### config.mk
export PLATFORM = sky130hd
export DESIGN_NAME = scs_clock_select
export DESIGN_NICKNAME = d
export VERILOG_FILES = /design/src/scs_pkg.sv /design/src/scs_clock_select.sv /design/src/scs_fail_mon.sv /design/src/scs_stable_cnt.sv
export VERILOG_INCLUDE_DIRS = /design/src
export SDC_FILE = /design/constraint.sdc
export NUM_CORES = 1
export LEC_CHECK = 0
export BUFFER_PORTS_ARGS = -buffer_cell sky130_fd_sc_hd__buf_2
export CAP_MARGIN = 20
export CORE_ASPECT_RATIO = 1.75
export CORE_UTILIZATION = 49
export DETAILED_ROUTE_END_ITERATION = 8
export PLACE_DENSITY = 0.76
export SYNTH_ARGS = -nofsm -noshare
export SYNTH_HDL_FRONTEND = slang
export SYNTH_SLANG_ARGS = --single-unit
export TNS_END_PERCENT = 100
### constraint.sdc
create_clock -name I_CLK_SYS -period 2.4 [get_ports I_CLK_SYS]
set_input_delay 0 -clock I_CLK_SYS [delete_from_list [all_inputs] [get_ports I_CLK_SYS]]
set_output_delay 0 -clock I_CLK_SYS [all_outputs]
set_load 0.01 [all_outputs]
### src/scs_consts.svh
// Purpose: constants for the system clock source select block
// Assumes: included by bare name
// Notes:   register offsets are byte addresses on a 32-bit Avalon-MM bus
`ifndef SCS_CONSTS_SVH
`define SCS_CONSTS_SVH

// -----------------------------------------------------------------------------
// register map
// -----------------------------------------------------------------------------
`define SCS_ADDR_W          4
`define SCS_OFS_OSC_CTRL    4'h0
`define SCS_OFS_CLK_DIV     4'h4
`define SCS_OFS_TUNE        4'h8
`define SCS_OFS_STATUS      4'hC

// -----------------------------------------------------------------------------
// control register fields
// -----------------------------------------------------------------------------
`define SCS_CTL_SWREQ       0
`define SCS_CTL_SECEN       1
`define SCS_CTL_FAIL        3
`define SCS_CTL_NEW_LO      8
`define SCS_CTL_CUR_LO      12

// -----------------------------------------------------------------------------
// divisor, tune and status register fields, divisor reset value
// -----------------------------------------------------------------------------
`define SCS_DIV_FRC_LO      8
`define SCS_DIV_DOZEN       11
`define SCS_DIV_DOZE_LO     12
`define SCS_DIV_ROI         15
`define SCS_DIV_RST         16'h3000
`define SCS_TUNE_W          6
`define SCS_STS_STATE_LO    0
`define SCS_STS_PMODE_LO    4

// -----------------------------------------------------------------------------
// source encodings
// -----------------------------------------------------------------------------
`define SCS_SRC_FRC         3'h0
`define SCS_SRC_FAST_RC_WITH_MULTIPLIER      3'h1
`define SCS_SRC_PRI         3'h2
`define SCS_SRC_PRIPLL      3'h3
`define SCS_SRC_SEC         3'h4
`define SCS_SRC_LOW_POWER_RC_OSC        3'h5
`define SCS_SRC_FRC16       3'h6
`define SCS_SRC_FRCN        3'h7
`define SCS_PMODE_EXT       2'h0
`define SCS_PMODE_MED       2'h1
`define SCS_PMODE_HIGH      2'h2

// -----------------------------------------------------------------------------
// timing
// -----------------------------------------------------------------------------
`define SCS_PLL_MULT        4
`define SCS_STABLE_CYC      8'h10
`define SCS_FRC16_LIM       8'h0F
`define SCS_FAIL_CYC        8'h40
`define SCS_FRC_KHZ         7370
`define SCS_LOW_POWER_RC_OSC_HZ         32768
`define SCS_FCY_MAX_MHZ     16

`endif

### src/scs_pkg.sv
// Purpose: types for the system clock source select block
// Assumes: none
// Notes:   state enum of the switch sequencer
package scs_pkg;

  typedef enum logic [1:0]
  {
    SCS_IDLE   = 2'b00,
    SCS_WAIT   = 2'b01,
    SCS_SWAP   = 2'b10
  } scs_state_type;

endpackage

### src/scs_clock_select.sv
// Purpose: system clock source selection, divider and switch control
// Assumes: oscillators are modelled as tick strobes on I_CLK_SYS
// Notes:   outputs are enable strobes for the instruction and peripheral clocks
// Functional notes
// - eight system clock options from fast RC, primary, secondary and low-power RC.
// - fast RC nominally 7.37 MHz, frequency tunable by software setting.
// - divisor bits 10:8 divide fast RC by 2 to 256.
// - primary accepts medium-speed, high-speed crystal, or external clock.
// - secondary oscillator uses a 32.768 kHz crystal on dedicated pins.
// - low-power RC at 32.768 kHz also clocks watchdog and fail monitor.
// - only fast RC and primary may pass the 4x multiplier.
// - at reset source comes from initial select and primary mode fields.
// - erased configuration selects fast RC divided source at reset.
// - configuration fields give twelve clock modes.
// - selected clock divided by two gives instruction and peripheral clock; in the pll modes the code gives an fcy pulse on every fosc pulse.
// - instruction clock supports up to 16 MHz.
// - peripheral clock equals instruction clock unless doze ratio reduces it.
// - fail-safe monitor detects clock loss and falls back to fast RC.
// - source may be switched while running.
// - fixed encodings for initial select and primary mode values.
// - switch request bit starts switch to new select; reads zero when done.
// - clock fail flag set on failure, readable and clearable by software.
//
// The Avalon-MM register port and the address map were left to the implementer.
`timescale 1ns/1ps
`default_nettype none
`include "scs_consts.svh"
module scs_clock_select
  import scs_pkg::*;
#(
  parameter logic [2:0] ERASED_SRC = `SCS_SRC_FRCN
)
(
  input  wire logic        I_CLK_SYS,
  input  wire logic        I_ARST_N,
  input  wire logic [2:0]  I_INIT_SRC_SEL,
  input  wire logic [1:0]  I_PRI_MODE_SEL,
  input  wire logic        I_CFG_ERASED,
  input  wire logic        I_FRC_TICK,
  input  wire logic        I_PRI_TICK,
  input  wire logic        I_SEC_TICK,
  input  wire logic        I_LOW_POWER_RC_OSC_TICK,
  input  wire logic        I_WAKE_IRQ,
  input  wire logic [3:0]  I_AVS_ADDRESS,
  input  wire logic        I_AVS_READ,
  input  wire logic        I_AVS_WRITE,
  input  wire logic [31:0] I_AVS_WRITEDATA,
  input  wire logic [3:0]  I_AVS_BYTEENABLE,
  output logic [31:0]      O_AVS_READDATA,
  output logic             O_AVS_WAITREQUEST,
  output logic             O_FOSC_EN,
  output logic             O_FCY_EN,
  output logic             O_FP_EN,
  output logic [2:0]       O_CUR_SRC,
  output logic             O_PLL_ON,
  output logic             O_SEC_OSC_EN,
  output logic [`SCS_TUNE_W-1:0] O_FRC_TUNE,
  output logic             O_LOW_POWER_RC_OSC_REF_TICK
);

  typedef struct packed
  {
    scs_state_type state;
    logic          strap_done;
    logic [2:0]    cur_src;
    logic [2:0]    new_src;
    logic [1:0]    pri_mode;
    logic          sw_req;
    logic          sec_en;
    logic          fail_flag;
    logic [15:0]   clk_div;
    logic [`SCS_TUNE_W-1:0] tune;
    logic [7:0]    pre_cnt;
    logic          fosc;
    logic          fcy;
    logic          fp;
    logic          half;
    logic [6:0]    doze_cnt;
    logic [31:0]   rdata;
    logic          rvalid;
  } scs_top_type;

  scs_top_type st_q;
  scs_top_type st_d;

  logic src_tick;
  logic stable;
  logic fail_evt;
  logic wr_acc;
  logic rd_acc;

  // ---------------------------------------------------------------------------
  // helpers
  // ---------------------------------------------------------------------------
  function automatic logic [7:0] frc_div_limit(input logic [2:0] sel);
    frc_div_limit = 8'((9'h002 << sel) - 9'h001);
  endfunction

  function automatic logic uses_pll(input logic [2:0] src);
    uses_pll = (src == `SCS_SRC_FAST_RC_WITH_MULTIPLIER) || (src == `SCS_SRC_PRIPLL);
  endfunction

  function automatic logic pick_tick(input logic [2:0] src, input logic f, input logic p,
                                     input logic s, input logic l);
    if ((src == `SCS_SRC_PRI) || (src == `SCS_SRC_PRIPLL))
    begin
      pick_tick = p;
    end
    else if (src == `SCS_SRC_SEC)
    begin
      pick_tick = s;
    end
    else if (src == `SCS_SRC_LOW_POWER_RC_OSC)
    begin
      pick_tick = l;
    end
    else
    begin
      pick_tick = f;
    end
  endfunction

  assign src_tick = pick_tick(st_q.new_src, I_FRC_TICK, I_PRI_TICK, I_SEC_TICK, I_LOW_POWER_RC_OSC_TICK);
  assign wr_acc   = I_AVS_WRITE && !I_AVS_READ;
  assign rd_acc   = I_AVS_READ && !st_q.rvalid;

  // ---------------------------------------------------------------------------
  // sub blocks
  // ---------------------------------------------------------------------------
  scs_stable_cnt #(
    .LIMIT (`SCS_STABLE_CYC)
  ) u_stable (
    .i_clk    (I_CLK_SYS),
    .i_arst_n (I_ARST_N),
    .i_clear  (st_q.state != SCS_WAIT),
    .i_tick   (src_tick),
    .o_done   (stable)
  );

  scs_fail_mon #(
    .WINDOW (`SCS_FAIL_CYC)
  ) u_mon (
    .i_clk      (I_CLK_SYS),
    .i_arst_n   (I_ARST_N),
    .i_enable   (st_q.strap_done && (st_q.cur_src != `SCS_SRC_FRC)),
    .i_ref_tick (I_LOW_POWER_RC_OSC_TICK),
    .i_src_tick (pick_tick(st_q.cur_src, I_FRC_TICK, I_PRI_TICK, I_SEC_TICK, I_LOW_POWER_RC_OSC_TICK)),
    .o_fail     (fail_evt)
  );

  // ---------------------------------------------------------------------------
  // next state
  // ---------------------------------------------------------------------------
  always_comb
  begin
    logic       cur_tick;
    logic       base;
    logic [7:0] lim;
    logic [6:0] doze_lim;
    cur_tick = pick_tick(st_q.cur_src, I_FRC_TICK, I_PRI_TICK, I_SEC_TICK, I_LOW_POWER_RC_OSC_TICK);
    base     = 1'b0;
    lim      = 8'h00;
    doze_lim = 7'((8'h01 << st_q.clk_div[`SCS_DIV_DOZE_LO +: 3]) - 8'h01);
    st_d     = st_q;
    st_d.fosc   = 1'b0;
    st_d.fcy    = 1'b0;
    st_d.fp     = 1'b0;
    st_d.rvalid = 1'b0;

    // strap capture after reset release
    if (!st_q.strap_done)
    begin
      st_d.strap_done = 1'b1;
      st_d.cur_src    = I_CFG_ERASED ? ERASED_SRC : I_INIT_SRC_SEL;
      st_d.new_src    = I_CFG_ERASED ? ERASED_SRC : I_INIT_SRC_SEL;
      st_d.pri_mode   = I_PRI_MODE_SEL;
    end

    // prescaler for fast RC divide modes
    if (cur_tick)
    begin
      if (st_q.cur_src == `SCS_SRC_FRCN)
      begin
        lim = frc_div_limit(st_q.clk_div[`SCS_DIV_FRC_LO +: 3]);
      end
      else if (st_q.cur_src == `SCS_SRC_FRC16)
      begin
        lim = `SCS_FRC16_LIM;
      end
      if (st_q.pre_cnt >= lim)
      begin
        st_d.pre_cnt = 8'h00;
        base = 1'b1;
      end
      else
      begin
        st_d.pre_cnt = st_q.pre_cnt + 8'h01;
      end
    end

    // pll doubles fcy: one tick becomes a fosc pulse and an fcy pulse, no halving
    if (base && st_q.strap_done && (st_q.state != SCS_SWAP) && !fail_evt)
    begin
      st_d.fosc = 1'b1;
      st_d.half = ~st_q.half;
      if (uses_pll(st_q.cur_src))
      begin
        st_d.half = st_q.half;
        st_d.fcy  = 1'b1;
      end
      else
      begin
        st_d.fcy = st_q.half;
      end
    end

    // doze divider for peripheral clock
    if (st_d.fcy)
    begin
      if (!st_q.clk_div[`SCS_DIV_DOZEN] || (st_q.doze_cnt >= doze_lim))
      begin
        st_d.fp       = 1'b1;
        st_d.doze_cnt = 7'h00;
      end
      else
      begin
        st_d.doze_cnt = st_q.doze_cnt + 7'h01;
      end
    end
    if (I_WAKE_IRQ && st_q.clk_div[`SCS_DIV_ROI])
    begin
      st_d.clk_div[`SCS_DIV_DOZEN] = 1'b0;
    end

    // register writes
    if (wr_acc && st_q.strap_done)
    begin
      if (I_AVS_ADDRESS == `SCS_OFS_OSC_CTRL)
      begin
        if (I_AVS_BYTEENABLE[0])
        begin
          st_d.sec_en = I_AVS_WRITEDATA[`SCS_CTL_SECEN];
          if (!I_AVS_WRITEDATA[`SCS_CTL_FAIL])
          begin
            st_d.fail_flag = 1'b0;
          end
          if (I_AVS_WRITEDATA[`SCS_CTL_SWREQ] && (st_q.state == SCS_IDLE))
          begin
            st_d.sw_req = 1'b1;
          end
        end
        if (I_AVS_BYTEENABLE[1] && (st_q.state == SCS_IDLE))
        begin
          st_d.new_src = I_AVS_WRITEDATA[`SCS_CTL_NEW_LO +: 3];
        end
      end
      else if (I_AVS_ADDRESS == `SCS_OFS_CLK_DIV)
      begin
        if (I_AVS_BYTEENABLE[1])
        begin
          st_d.clk_div[15:8] = I_AVS_WRITEDATA[15:8];
        end
      end
      else if (I_AVS_ADDRESS == `SCS_OFS_TUNE)
      begin
        if (I_AVS_BYTEENABLE[0])
        begin
          st_d.tune = I_AVS_WRITEDATA[`SCS_TUNE_W-1:0];
        end
      end
    end

    // switch sequencer
    case (st_q.state)
      SCS_IDLE:
      begin
        if (st_q.sw_req)
        begin
          st_d.state = SCS_WAIT;
        end
      end
      SCS_WAIT:
      begin
        if (stable)
        begin
          st_d.state = SCS_SWAP;
        end
      end
      SCS_SWAP:
      begin
        st_d.cur_src = st_q.new_src;
        st_d.pre_cnt = 8'h00;
        st_d.half    = 1'b0;
        st_d.sw_req  = 1'b0;
        st_d.state   = SCS_IDLE;
      end
      default:
      begin
        st_d.state = SCS_IDLE;
      end
    endcase

    // fail-safe fallback, set wins over clear
    if (fail_evt)
    begin
      st_d.fail_flag = 1'b1;
      st_d.cur_src   = `SCS_SRC_FRC;
      st_d.new_src   = `SCS_SRC_FRC;
      st_d.sw_req    = 1'b0;
      st_d.state     = SCS_IDLE;
    end

    // register reads
    if (rd_acc)
    begin
      st_d.rvalid = 1'b1;
      st_d.rdata  = 32'h0000_0000;
      if (I_AVS_ADDRESS == `SCS_OFS_OSC_CTRL)
      begin
        st_d.rdata[`SCS_CTL_CUR_LO +: 3] = st_q.cur_src;
        st_d.rdata[`SCS_CTL_NEW_LO +: 3] = st_q.new_src;
        st_d.rdata[`SCS_CTL_FAIL]        = st_q.fail_flag;
        st_d.rdata[`SCS_CTL_SECEN]       = st_q.sec_en;
        st_d.rdata[`SCS_CTL_SWREQ]       = st_q.sw_req;
      end
      else if (I_AVS_ADDRESS == `SCS_OFS_CLK_DIV)
      begin
        st_d.rdata[15:0] = st_q.clk_div;
      end
      else if (I_AVS_ADDRESS == `SCS_OFS_TUNE)
      begin
        st_d.rdata[`SCS_TUNE_W-1:0] = st_q.tune;
      end
      else if (I_AVS_ADDRESS == `SCS_OFS_STATUS)
      begin
        st_d.rdata[`SCS_STS_STATE_LO +: 2] = st_q.state;
        st_d.rdata[`SCS_STS_PMODE_LO +: 2] = st_q.pri_mode;
      end
    end
  end

  always_ff @(posedge I_CLK_SYS or negedge I_ARST_N)
  begin
    if (!I_ARST_N)
    begin
      st_q         <= '0;
      st_q.state   <= SCS_IDLE;
      st_q.clk_div <= `SCS_DIV_RST;
    end
    else
    begin
      st_q <= st_d;
    end
  end

  // ---------------------------------------------------------------------------
  // outputs
  // ---------------------------------------------------------------------------
  assign O_AVS_WAITREQUEST = I_AVS_READ && !st_q.rvalid;
  assign O_AVS_READDATA    = st_q.rdata;
  assign O_FOSC_EN         = st_q.fosc;
  assign O_FCY_EN          = st_q.fcy;
  assign O_FP_EN           = st_q.fp;
  assign O_CUR_SRC         = st_q.cur_src;
  assign O_PLL_ON          = uses_pll(st_q.cur_src);
  assign O_SEC_OSC_EN      = st_q.sec_en || (st_q.cur_src == `SCS_SRC_SEC);
  assign O_FRC_TUNE        = st_q.tune;
  assign O_LOW_POWER_RC_OSC_REF_TICK   = I_LOW_POWER_RC_OSC_TICK;

endmodule
`default_nettype wire

### src/scs_fail_mon.sv
// Purpose: fail-safe monitor for the running source
// Assumes: tick strobes synchronous to I_CLK_SYS
// Notes:   counts reference ticks with no source tick between them
`timescale 1ns/1ps
`default_nettype none
module scs_fail_mon
  import scs_pkg::*;
#(
  parameter logic [7:0] WINDOW = 8'h40
)
(
  input  wire logic i_clk,
  input  wire logic i_arst_n,
  input  wire logic i_enable,
  input  wire logic i_ref_tick,
  input  wire logic i_src_tick,
  output var  logic o_fail
);

  typedef struct packed
  {
    logic [7:0] gap;
    logic       fail;
  } scs_mon_type;

  scs_mon_type st_q;
  scs_mon_type st_d;

  always_comb
  begin
    st_d      = st_q;
    st_d.fail = 1'b0;
    if (!i_enable || i_src_tick)
    begin
      st_d.gap = 8'h00;
    end
    else if (i_ref_tick)
    begin
      if (st_q.gap == WINDOW)
      begin
        st_d.fail = 1'b1;
        st_d.gap  = 8'h00;
      end
      else
      begin
        st_d.gap = st_q.gap + 8'h01;
      end
    end
  end

  always_ff @(posedge i_clk or negedge i_arst_n)
  begin
    if (!i_arst_n)
    begin
      st_q <= '0;
    end
    else
    begin
      st_q <= st_d;
    end
  end

  assign o_fail = st_q.fail;

endmodule
`default_nettype wire

### src/scs_stable_cnt.sv
// Purpose: counts consecutive ticks of a clock-present strobe
// Assumes: strobes synchronous to I_CLK_SYS
// Notes:   o_done rises once the count reaches LIMIT
`timescale 1ns/1ps
`default_nettype none
module scs_stable_cnt
  import scs_pkg::*;
#(
  parameter logic [7:0] LIMIT = 8'h10
)
(
  input  wire logic i_clk,
  input  wire logic i_arst_n,
  input  wire logic i_clear,
  input  wire logic i_tick,
  output var  logic o_done
);

  typedef struct packed
  {
    logic [7:0] cnt;
  } scs_cnt_type;

  scs_cnt_type st_q;
  scs_cnt_type st_d;

  always_comb
  begin
    st_d = st_q;
    if (i_clear)
    begin
      st_d.cnt = 8'h00;
    end
    else if (i_tick && (st_q.cnt != LIMIT))
    begin
      st_d.cnt = st_q.cnt + 8'h01;
    end
  end

  always_ff @(posedge i_clk or negedge i_arst_n)
  begin
    if (!i_arst_n)
    begin
      st_q <= '0;
    end
    else
    begin
      st_q <= st_d;
    end
  end

  assign o_done = (st_q.cnt == LIMIT);

endmodule
`default_nettype wire

## Word-level counts from Yosys, hierarchy flattened

Cells that the tools add are included.
Widths: inputs -> output; s select.

| cells by class | value |
|---|---|
| mux-type cells | 68 |
| shifts and indexed selects | 2 |
| equality and inequality tests | 26 |
| bitwise logic cells | 3 |
| $lt $le $gt $ge | 2 |
| reduce and logical (&&, ||, !) cells | 43 |
| $add $sub $neg | 6 |

Operator list:

| kind | count |
|---|---|
| $mux 8 | 13 |
| $mux 1 | 27 |
| $mux 3 | 9 |
| $add 8x1->8 const B | 3 |
| $mux 2 | 10 |
| $eq 3x3->1 const B | 6 |
| $reduce_bool 3->1 | 5 |
| $reduce_bool 2->1 | 7 |
| $eq 3x2->1 const B | 4 |
| $mux 6 | 2 |
| $reduce_and 4->1 | 3 |
| $logic_and 1x1->1 | 11 |
| $mux 11 | 1 |
| $mux 10 | 1 |
| $mux 9 | 1 |
| $eq 4x4->1 const B | 2 |
| $eq 8x5->1 const B | 1 |
| $eq 8x7->1 const B | 1 |
| $ge 8x8->1 | 1 |
| $mux 4 | 2 |
| $ne 8x5->1 const B | 1 |
| $shl 2x3->8 const A | 1 |
| $sub 8x1->8 const B | 1 |
| $add 7x1->7 const B | 1 |
| 21 further kinds | 36 |

| word-level totals | value |
|---|---|
| register bits after elaboration | 81 |
| output and inout port bits | 48 |
| bits of input ports | 55 |

## Depth between registers and ports, before layout

Gate-level depths: netlist (run 1).

| depth | value |
|---|---|
| word-level depth | 13 |
| gate-level depth with buffers | 11 |
| mapped depth without buffers | 9 |

## Modules after synthesis

Synthesis (run 1) repeated with hierarchy kept, for this count alone.

| second synthesis, totals | value |
|---|---|
| cells, all modules | 488 |
| area total of the unflattened synthesis | 4,675.7 µm² |

Modules (own cells, without submodules):

| module | cells an instance | seq. area each (µm²) | area an instance (µm²) | instances |
|---|---|---|---|---|
| scs_clock_select | 389 | 1,554.0 | 3,693.5 | 1 |
| scs_fail_mon | 51 | 225.2 | 526.8 | 1 |
| scs_stable_cnt | 48 | 200.2 | 455.4 | 1 |

## Least setup slack after synthesis (run 1)

Ideal clock, no wire load.

| timing | value |
|---|---|
| path kind | register to register |
| start point | register st_q (netlist bit O_CUR_SRC[1]) |
| end point | register st_q[50] (netlist bit) |
| path slack | -0.153 ns |
| arrival time | 2.471 ns |
| cell stages (with the launch flop) | 11 |
| path through | dfrtp_1 -> buf_2 -> and2_1 -> and3_1 -> nand2_1 -> ha_1 -> a41oi_1 -> o21ai_0 -> or2_1 -> or4_1 -> a31oi_1 |

| between the ends | value |
|---|---|
| word-level cells in the longest chain between the ends | 8 |
| elaborated cells on any way between the ends | 18 |

RTL lines:

| element | line | source |
|---|---|---|
| start: declaration | scs_clock_select.sv:83 | `scs_top_type st_q;` |
| start signal: assignment | scs_clock_select.sv:352 | `st_q <= st_d;` |
| $eq 3x3->1 (no source line) | -- |  |
| $mux 4 | scs_clock_select.sv:186 | `` else if (st_q.cur_src == `SCS_SRC_FRC16) `` |
| $mux 8 | scs_clock_select.sv:182 | `` if (st_q.cur_src == `SCS_SRC_FRCN) `` |
| $mux 8 | scs_clock_select.sv:180 | `if (cur_tick)` |
| $ge 8x8->1 | scs_clock_select.sv:190 | `if (st_q.pre_cnt >= lim)` |
| $mux 8 | scs_clock_select.sv:190 |  |
| $mux 8 | scs_clock_select.sv:180 |  |
| $mux 8 | scs_clock_select.sv:274 | `case (st_q.state)` |

Several ways; a longest one is shown, not always the timed one. The select of a mux whose other input is x is not followed.
A chain may end at the register's enable or synchronous reset.

## Worst setup path after layout (run 1)

| timing | value |
|---|---|
| start point | register st_q[68] (netlist bit) |
| end point | register st_q[50] (netlist bit) |

| between the ends | value |
|---|---|
| word-level cells in the longest chain between the ends | 8 |

RTL lines:

| element | line | source |
|---|---|---|
| $shl 2x3->8 | scs_clock_select.sv:96 | `frc_div_limit = 8'((9'h002 << sel) - 9'h001);` |
| $sub 8x1->8 | scs_clock_select.sv:96 |  |
| $mux 8 | scs_clock_select.sv:182 |  |
| $mux 8 | scs_clock_select.sv:180 |  |
| $ge 8x8->1 | scs_clock_select.sv:190 |  |
| $mux 8 | scs_clock_select.sv:190 |  |
| $mux 8 | scs_clock_select.sv:180 |  |
| $mux 8 | scs_clock_select.sv:274 |  |

No other way between the ends. The select of a mux whose other input is x is not followed.

==> results.sh, run 1 <==
export IMPL_fmax_mhz=392
export IMPL_via_per_inst=5.62
export IMPL_grt_overflow=0
export IMPL_final_area_mm2=0.00566
export IMPL_yosysWarningCount=0
export IMPL_cts_tree="yes"
export IMPL_routed_wl_um=11400
export IMPL_postRouteAntennaNets=0
export IMPL_start_util_pct=50.4
export IMPL_syn_area_mm2=0.00459
export IMPL_clk_pin_slew_worst_paths_ps=60
export IMPL_critPathMaxFanout=3
export IMPL_die_w_um=75.1
export IMPL_dieHeight_um=130
export IMPL_synth_avg_cell_area_um2=9.65
export IMPL_yosysTopAreaCell="dfrtp_1"
export IMPL_cap_violations=0
export IMPL_outcome="finished with violations"
export IMPL_routedWlPerCell_um=16.8
export IMPL_max_vdd_ir_drop_mv=0.474
export IMPL_hp_class="in -> reg"
export IMPL_violations="negative setup slack"
export IMPL_clockBufferDepth=2
export IMPL_hpwl_um=7380
export IMPL_hold_violations=0
export IMPL_fillCellCount=761
export IMPL_syn2layout_area_growth_pct=23.4
export IMPL_num_io_pins=103
export IMPL_layout_drive_gt1_share_pct=28.7
export IMPL_clk_latency_ps=350
export IMPL_routabilityCongestion=0.821
export IMPL_final_core_util_pct=62.2
export IMPL_cp_arrival_ps=2810
export IMPL_first_iter_violations=186
export IMPL_min_period_over_period_pct=106
export IMPL_power_total_mw=4.78
export IMPL_grt_antenna_before_repair=0
export IMPL_rsz0062_at_grt="true"
export IMPL_ys_ff_latch=79
export IMPL_numCtsBuffers=9
export IMPL_grt_max_degree=80
export IMPL_synth_main_ff_cell="dfrtp_1"
export IMPL_fin_crit_ps=2550
export IMPL_first_pass_iters=4
export IMPL_synth_common_cells="dfrtp_1, buf_4, nand2_1, nor2_1, o21ai_0"
export IMPL_timing_final_ws_setup_ps=-148
export IMPL_coreArea_mm2=0.00909
export IMPL_tightest_slew_ps=974
export IMPL_instances_no_fill=677
export IMPL_ys_seq_area_share_pct=43.2
export IMPL_grt_pass1_wl_um=17300
export IMPL_postPlaceCellArea_mm2=0.00485
export IMPL_synth_edf_count=0
export IMPL_track_usage_pct=23.8
export IMPL_setup_worst_path_end_class="register"
export IMPL_htree_num_levels=3
export IMPL_ys_types=58
export IMPL_cp_start_kind="register"
export IMPL_synthCells=475
export IMPL_critical_path_required_ps=2660
export IMPL_yosys_top_cells_area="dfrtp_1, buf_4, ha_1"
export IMPL_cts_sinks=79
export IMPL_antennaDiodeCount=0
export IMPL_drc=0
export IMPL_yosysTopAreaCellShare_pct=42.0
export IMPL_path_class="reg -> reg"
export IMPL_die_area_mm2=0.00976
export IMPL_async_flop_share_pct=100
export IMPL_grt_pass1_vias=3885
export IMPL_root_buffer="clkbuf_16"
export IMPL_finalMaxSlewViolations=0
export IMPL_yosysMostFrequentCell="dfrtp_1"
export IMPL_place_ws_ps=-154
export IMPL_dpl_cell_count=635
export IMPL_power_density_mw_per_mm2=845
export IMPL_p_leak_nw=2.77
export IMPL_fin_nets=628
export IMPL_vias=3806
export IMPL_fin_skew_ps=9.81
export IMPL_fp_row_count=46
export IMPL_holdWs_ps=32.2
export IMPL_tns_ps=-653
export IMPL_numPortBuffers=64
export IMPL_final_setup_viol_count=12
export IMPL_slew_headroom_pct=35.1
[what timing repair did]
action,4_1_cts,5_1_grt
hold buffers,19,0
setup endpoints to repair,12,19
pin swaps,13,17
buffers inserted,4,3
gates resized for setup,12,46
hold endpoints to repair,99,0
[routing by layer]
metal	vias up	routed length, um	GRT usage (%)
met3	38	510	4.48
met4	0	459	13.8
met2	122	6030	42.8
met5	-	0	0
met1	1858	4350	25.0
li1	1788	-	-
[worst max-delay path, cell delays in order, from the launching register on]
cell     delay [ps]
dfrtp_1         390
or2b_1          270
o31ai_2         210
ha_1            290
and3_4          190
o21ai_2         150
a31oi_1         110
or2_1           270
or4_1           410
a31oi_1         170
[report_power, final]
part	internal, mW	switching (mW)	total, mW
sequential	1.48	0.157	1.64
combinational	0.756	0.872	1.63
clock	0.944	0.570	1.51
[state kept, by name (all words and copies together) (netlist names)]
register,flops
O_FCY_EN,1
O_FP_EN,1
O_CUR_SRC,3
u_mon.o_fail,1
u_stable.st_q,8
O_FOSC_EN,1
O_AVS_READDATA,14
u_mon.st_q,8
st_q,36
O_FRC_TUNE,6
[cells in the final DEF (no fill, tap or decap), types with 11 or more instances in the layout]
cell type,synthesis,final
conb_1,2,19
a31oi_1,11,11
buf_2,2,63
ha_1,21,19
nor3_1,13,13
dfrtp_1,77,77
a21oi_1,16,16
nor2_1,30,28
nand3_1,19,18
buf_4,42,19
dlygate4sd3_1,0,19
inv_1,19,19
mux2_2,15,15
nand2_1,40,39
mux2i_1,15,15
o21ai_0,23,11
[layout make-up]
class / instances / area, um^2 / area share, %
Sequential cell: 79 / 1980 / 35.0
Inverter: 19 / 71.3 / 1.26
Tap cell: 120 / 150 / 2.65
Clock buffer: 10 / 239 / 4.22
Multi-Input combinational cell: 337 / 2420 / 42.7
Timing Repair Buffer: 106 / 708 / 12.5
Clock inverter: 6 / 92.6 / 1.64
[worst paths after layout]
check	start	depth (start not counted)	endpoint	slack, ps
max	st_q[68]$_DFFE_PN0P_	9	st_q[50]$_DFFE_PN0P_	-150
min	I_AVS_ADDRESS[3]	3	O_AVS_READDATA[2]$_DFFE_PN0P_	30
max reg2reg	st_q[68]$_DFFE_PN0P_	9	st_q[50]$_DFFE_PN0P_	-150
min reg2reg	O_AVS_READDATA[14]$_DFFE_PN0P_	2	O_AVS_READDATA[14]$_DFFE_PN0P_	480
max in group asynchronous	I_ARST_N	2	st_q[87]$_DFFE_PN0P_	1430
min in group asynchronous	I_ARST_N	2	u_mon.st_q[7]$_DFFE_PN0P_	350
[cells by family after synthesis]
group	Yosys count	synth area share, %
muxes	31	7.28
xor gates and xnor gates	9	1.72
other	2	0.164
adders and majority gates	21	5.73
AOI/OAI and AO/OA	91	13.2
buffers and inverters	76	10.0
DFF	79	43.2
and+or+nand+nor	166	18.7
Note: power is estimated with default switching activity, not from simulation.
==> inputs of run 2 (changes only) <==
--- a/config.mk
+++ b/config.mk
@@ -8,7 +8,7 @@
 export LEC_CHECK = 0
 export BUFFER_PORTS_ARGS = -buffer_cell sky130_fd_sc_hd__buf_2
 export CAP_MARGIN = 20
-export CORE_ASPECT_RATIO = 1.75
+export CORE_ASPECT_RATIO = 0.6
 export CORE_UTILIZATION = 49
 export DETAILED_ROUTE_END_ITERATION = 8
 export PLACE_DENSITY = 0.76
==> results.sh, run 2 (synthesized netlist as in run 1, its figures left out) <==
export IMPL_routed_wl_um=10500
export IMPL_setup_worst_path_end_class="register"
export IMPL_finalMaxSlewViolations=0
export IMPL_cts_sinks=79
export IMPL_grtUsageMet3_pct=7.61
export IMPL_crit_chain="or2b_1 > o31ai_2 > ha_1 > nor2b_1 > o211ai_1 > a31oi_1 > or2_1 > or4_1 > a31oi_1"
export IMPL_hp_class="in -> reg"
export IMPL_numPortBuffers=64
export IMPL_htree_num_levels=3
export IMPL_timing_final_ws_setup_ps=-104
export IMPL_path_common_cell="a31oi_1"
export IMPL_clockBufferDepth=2
export IMPL_dieHeight_um=76.9
export IMPL_cp_slowest_cell="or4_1"
export IMPL_critPathMaxFanout=3
export IMPL_first_iter_violations=199
export IMPL_top_usage_layer="met2"
export IMPL_path_class="reg -> reg"
export IMPL_fmax_mhz=399
export IMPL_postRouteAntennaNets=0
export IMPL_die_area_mm2=0.00976
export IMPL_first_pass_iters=5
export IMPL_tns_ps=-218
export IMPL_final_core_util_pct=62.6
export IMPL_slew_headroom_pct=34.9
export IMPL_outcome="finished with violations"
export IMPL_max_vdd_ir_drop_mv=0.418
export IMPL_switching_share_pct=31.5
export IMPL_grt_max_degree=80
export IMPL_grt_overflow=0
export IMPL_hold_violations=0
export IMPL_routabilityCongestion=0.844
export IMPL_met1_usage_pct=30.6
export IMPL_antennaDiodeCount=0
export IMPL_largest_register_ffs=36
export IMPL_grt_antenna_before_repair=0
export IMPL_cp_arrival_ps=2760
export IMPL_min_period_over_period_pct=104
export IMPL_routedWlPerCell_um=15.8
export IMPL_layout_common_cells="dfrtp_1, buf_2, nand2_1"
export IMPL_power_density_mw_per_mm2=794
export IMPL_coreArea_mm2=0.00878
export IMPL_fin_skew_ps=6.53
export IMPL_tightest_slew_ps=976
export IMPL_track_usage_pct=23.2
export IMPL_fp_row_count=26
export IMPL_clk_latency_ps=340
export IMPL_drc=0
export IMPL_combPwrFrac_pct=28.4
export IMPL_cp_start_kind="register"
export IMPL_fin_nets=626
export IMPL_hpwl_um=7490
export IMPL_vias=3650
export IMPL_p_leak_nw=2.74
export IMPL_rsz0062_at_grt="true"
export IMPL_cap_violations=0
export IMPL_root_buffer="clkbuf_16"
export IMPL_num_io_pins=103
export IMPL_critical_path_required_ps=2660
export IMPL_cp_top_family="simple AND/OR/NAND/NOR gates"
export IMPL_start_util_pct=52.2
export IMPL_numCtsBuffers=9
export IMPL_cpPeakStageDelay_ps=400
export IMPL_cts_tree="yes"
export IMPL_grt_pass1_vias=3656
export IMPL_clkPwrFrac_pct=34.4
export IMPL_syn2layout_area_growth_pct=19.9
export IMPL_p_seq_share_pct=37.2
export IMPL_violations="negative setup slack"
export IMPL_path_buf_inv=0
export IMPL_top_register="st_q"
export IMPL_clk_pin_slew_worst_paths_ps=60
export IMPL_via_per_inst=5.47
export IMPL_grtUsageMet2_pct=36.8
export IMPL_p_sw_mw=1.37
export IMPL_final_common_cell="dfrtp_1"
export IMPL_die_w_um=127
export IMPL_internal_power_mw=2.99
export IMPL_fin_crit_ps=2500
export IMPL_holdWs_ps=34.2
export IMPL_layout_drive_gt1_share_pct=24.7
export IMPL_final_setup_viol_count=5
export IMPL_grt_pass1_wl_um=17700
==> run 2: per-layer routing <==
layer | up-vias | part of all wire (%)
met2 | 105 | 47
met3 | 11 | 4.6
met1 | 1748 | 47
met5 | - | 0
li1 | 1786 | -
met4 | 0 | 1.0
==> run 2: path summary, 6_finish.rpt <==
check / start / end / slack, ps / depth (start not counted)
max in group asynchronous: I_ARST_N / st_q[71]$_DFFE_PN1P_ / 1770 / 3
hold / removal: I_AVS_ADDRESS[3] / O_AVS_READDATA[2]$_DFFE_PN0P_ / 30 / 3
min in group asynchronous: I_ARST_N / st_q[37]$_DFFE_PN0P_ / 40 / 2
hold reg to reg: O_AVS_READDATA[11]$_DFFE_PN0P_ / O_AVS_READDATA[11]$_DFFE_PN0P_ / 480 / 2
setup / recovery: st_q[68]$_DFFE_PN0P_ / st_q[50]$_DFFE_PN0P_ / -100 / 9
setup reg to reg: st_q[68]$_DFFE_PN0P_ / st_q[50]$_DFFE_PN0P_ / -100 / 9
==> run 2: power by group through the flow <==
stage               clock network, mW  registers (mW)  logic (mW)
finish                           1.50            1.62        1.24
global route                     1.59            1.65        1.39
CTS                              1.54            1.62        1.15
detailed placement                  0            1.65        1.10
global placement                    0            1.63        1.05
floorplan                           0            1.62       0.724
==> run 2: worst min-delay path, stage by stage <==
cell and delay, ps:
buf_2 110, nand2_1 140, o41ai_1 80
==> run 2: timing repair <==
action	in CTS	in global routing
gates cloned	0	0
buffers inserted	2	3
hold buffers	19	0
pin swaps	8	9
endpoints found under the hold margin	99	0
endpoints found under the setup margin	10	19
resized for setup	5	23
==> run 2: cell type report <==
cell class	count	area [um^2]
Inverter	19	71.3
Tap cell	112	140
Sequential cell	79	1980
Clock inverter	6	91.3
Fill cell	685	3280
Multi-Input combinational cell	337	2280
Clock buffer	10	239
Timing Repair Buffer	104	694
==> run 2: per-stage QoR <==
| step | worst slack (ps) | instance area (um^2) | std cells | power, mW |
|---|---|---|---|---|
| after floorplan | -123 | 4650 | 492 | 2.34 |
| after global placement | -56.6 | 4840 | 626 | 2.68 |
| after detailed placement | -180 | 4840 | 626 | 2.75 |
| after CTS | -78.8 | 5390 | 663 | 4.31 |
| after global routing | -232 | 5500 | 667 | 4.63 |
| final | -104 | 5500 | 667 | 4.37 |
==> inputs of run 3 (changes only) <==
--- a/config.mk
+++ b/config.mk
@@ -9,9 +9,9 @@
 export BUFFER_PORTS_ARGS = -buffer_cell sky130_fd_sc_hd__buf_2
 export CAP_MARGIN = 20
 export CORE_ASPECT_RATIO = 0.6
-export CORE_UTILIZATION = 49
+export CORE_UTILIZATION = 55
 export DETAILED_ROUTE_END_ITERATION = 8
-export PLACE_DENSITY = 0.76
+export PLACE_DENSITY = 0.81
 export SYNTH_ARGS = -nofsm -noshare
 export SYNTH_HDL_FRONTEND = slang
 export SYNTH_SLANG_ARGS = --single-unit
==> constraint.sdc (replaced) <==
create_clock -name I_CLK_SYS -period 2.35 [get_ports I_CLK_SYS]
set_input_delay 0 -clock I_CLK_SYS [delete_from_list [all_inputs] [get_ports I_CLK_SYS]]
set_output_delay 0 -clock I_CLK_SYS [all_outputs]
set_load 0.01 [all_outputs]
==> results.sh, run 3 (synthesized netlist as in run 1, its figures left out) <==
export IMPL_place_ws_ps=-259
export IMPL_grt_antenna_before_repair=0
export IMPL_hpwl_um=7290
export IMPL_final_core_util_pct=68.7
export IMPL_via_per_inst=5.73
export IMPL_first_iter_violations=263
export IMPL_cp_arrival_ps=2780
export IMPL_fmax_mhz=396
export IMPL_drt_met1_wl_um=4670
export IMPL_dieHeight_um=72.7
export IMPL_root_buffer="clkbuf_16"
export IMPL_setup_worst_path_end_class="register"
export IMPL_layout_common_cells="dfrtp_1, buf_2, nand2_1"
export IMPL_met3_length_um=702
export IMPL_num_io_pins=103
export IMPL_timing_final_ws_setup_ps=-176
export IMPL_r2r_end="st_q[51]$_DFFE_PN0P_"
export IMPL_fillCellCount=618
export IMPL_numCtsBuffers=9
export IMPL_clk_pin_slew_worst_paths_ps=50
export IMPL_grt_pass1_wl_um=17300
export IMPL_rsz0062_at_grt="true"
export IMPL_cap_violations=0
export IMPL_routedWlPerCell_um=16.1
export IMPL_outcome="finished with violations"
export IMPL_fin_nets=628
export IMPL_coreArea_mm2=0.00798
export IMPL_cp_start_kind="register"
export IMPL_instances_no_fill=664
export IMPL_top_register="st_q"
export IMPL_routed_wl_um=10700
export IMPL_final_setup_viol_count=10
export IMPL_cts_sinks=79
export IMPL_antennaDiodeCount=0
export IMPL_hp_class="in -> async"
export IMPL_crit_chain="or2b_1 > o31ai_2 > ha_1 > nor2b_4 > o211ai_1 > a31oi_1 > or2_1 > buf_6 > or4_4 > a31oi_4"
export IMPL_r2r_start="st_q[68]$_DFFE_PN0P_"
export IMPL_cp_slowest_cell="or4_4"
export IMPL_fin_skew_ps=7.69
export IMPL_final_area_mm2=0.00548
export IMPL_holdWs_ps=15.1
export IMPL_final_common_cell="dfrtp_1"
export IMPL_vias=3803
export IMPL_dpl_cell_count=625
export IMPL_tns_ps=-796
export IMPL_power_density_mw_per_mm2=802
export IMPL_layout_drive_gt1_share_pct=25.4
export IMPL_finalMaxSlewViolations=0
export IMPL_first_pass_iters=4
export IMPL_critPathMaxFanout=3
export IMPL_hold_violations=0
export IMPL_fin_crit_ps=2530
export IMPL_power_total_mw=4.39
export IMPL_postPlaceCellArea_mm2=0.00485
export IMPL_tightest_slew_ps=994
export IMPL_clk_latency_ps=340
export IMPL_die_w_um=120
export IMPL_start_util_pct=57.5
export IMPL_slew_headroom_pct=33.7
export IMPL_routabilityCongestion=0.847
export IMPL_syn2layout_area_growth_pct=19.5
export IMPL_path_class="reg -> reg"
export IMPL_largest_register_ffs=36
export IMPL_htree_num_levels=3
export IMPL_wl_met2_um=5120
export IMPL_critical_path_required_ps=2610
export IMPL_grt_pass1_vias=3633
export IMPL_violations="negative setup slack"
export IMPL_ff2ff_setup_slack_ps=-180
export IMPL_highest_layer="met4"
export IMPL_reg2regPathDepth=10
export IMPL_cpPeakStageDelay_ps=420
export IMPL_drc=0
export IMPL_postRouteAntennaNets=0
export IMPL_min_period_over_period_pct=107
export IMPL_grt_max_degree=80
export IMPL_p_leak_nw=2.72
export IMPL_cts_tree="yes"
export IMPL_fp_row_count=25
export IMPL_die_area_mm2=0.00872
export IMPL_max_vdd_ir_drop_mv=0.469
export IMPL_numPortBuffers=64
export IMPL_track_usage_pct=26.0
export IMPL_clockBufferDepth=2
export IMPL_grt_overflow=0
-- run 3: cell type report --
type | count | area, um^2 | area share [%]
Timing Repair Buffer | 106 | 717 | 13.1
Clock buffer | 12 | 236 | 4.32
Tap cell | 108 | 135 | 2.47
Multi-Input combinational cell | 337 | 2320 | 42.3
Clock inverter | 3 | 21.3 | 0.388
Inverter | 19 | 71.3 | 1.30
Sequential cell | 79 | 1980 | 36.1
-- run 3: layer usage --
layer	vias to the layer above	GRT usage, %
li1	1796	-
met1	1856	33.1
met2	131	41.9
met3	20	7.97
met4	0	10.3
met5	-	0
-- run 3: worst max path at each step --
stage / slack [ps] / endpoint / start / cells after the start
floorplan: -170 / st_q[50]$_DFFE_PN0P_ / O_CUR_SRC[0]$_DFFE_PN0P_ / 9
global placement: -110 / st_q[50]$_DFFE_PN0P_ / st_q[68]$_DFFE_PN0P_ / 9
detailed placement: -260 / st_q[50]$_DFFE_PN0P_ / st_q[68]$_DFFE_PN0P_ / 9
CTS: -140 / st_q[51]$_DFFE_PN0P_ / st_q[68]$_DFFE_PN0P_ / 10
global route: -290 / st_q[51]$_DFFE_PN0P_ / st_q[68]$_DFFE_PN0P_ / 10
finish: -180 / st_q[51]$_DFFE_PN0P_ / st_q[68]$_DFFE_PN0P_ / 10
-- run 3: worst max-delay path: cells and delay by family, from the launching register on --
| kind | cells | cell delay (ps) |
|---|---|---|
| and+or+nand+nor | 4 | 1050 |
| AOI/OAI and AO/OA | 4 | 610 |
| DFF | 1 | 370 |
| adders and majority gates | 1 | 280 |
| buffers and inverters | 1 | 120 |
-- run 3: where the power goes --
| part | leakage (nW) | internal [mW] | switching [mW] |
|---|---|---|---|
| clock | 0.123 | 0.710 | 0.533 |
| combinational | 1.56 | 0.729 | 0.761 |
| sequential | 1.04 | 1.51 | 0.146 |
| total | 2.72 | 2.95 | 1.44 |
-- run 3: repair_timing --
action / in CTS / in global routing
endpoints found under the setup margin: 13 / 17
setup buffers: 2 / 2
gates resized for setup: 20 / 17
hold endpoints to repair: 100 / 0
hold buffers: 19 / 0
pin swaps: 12 / 8
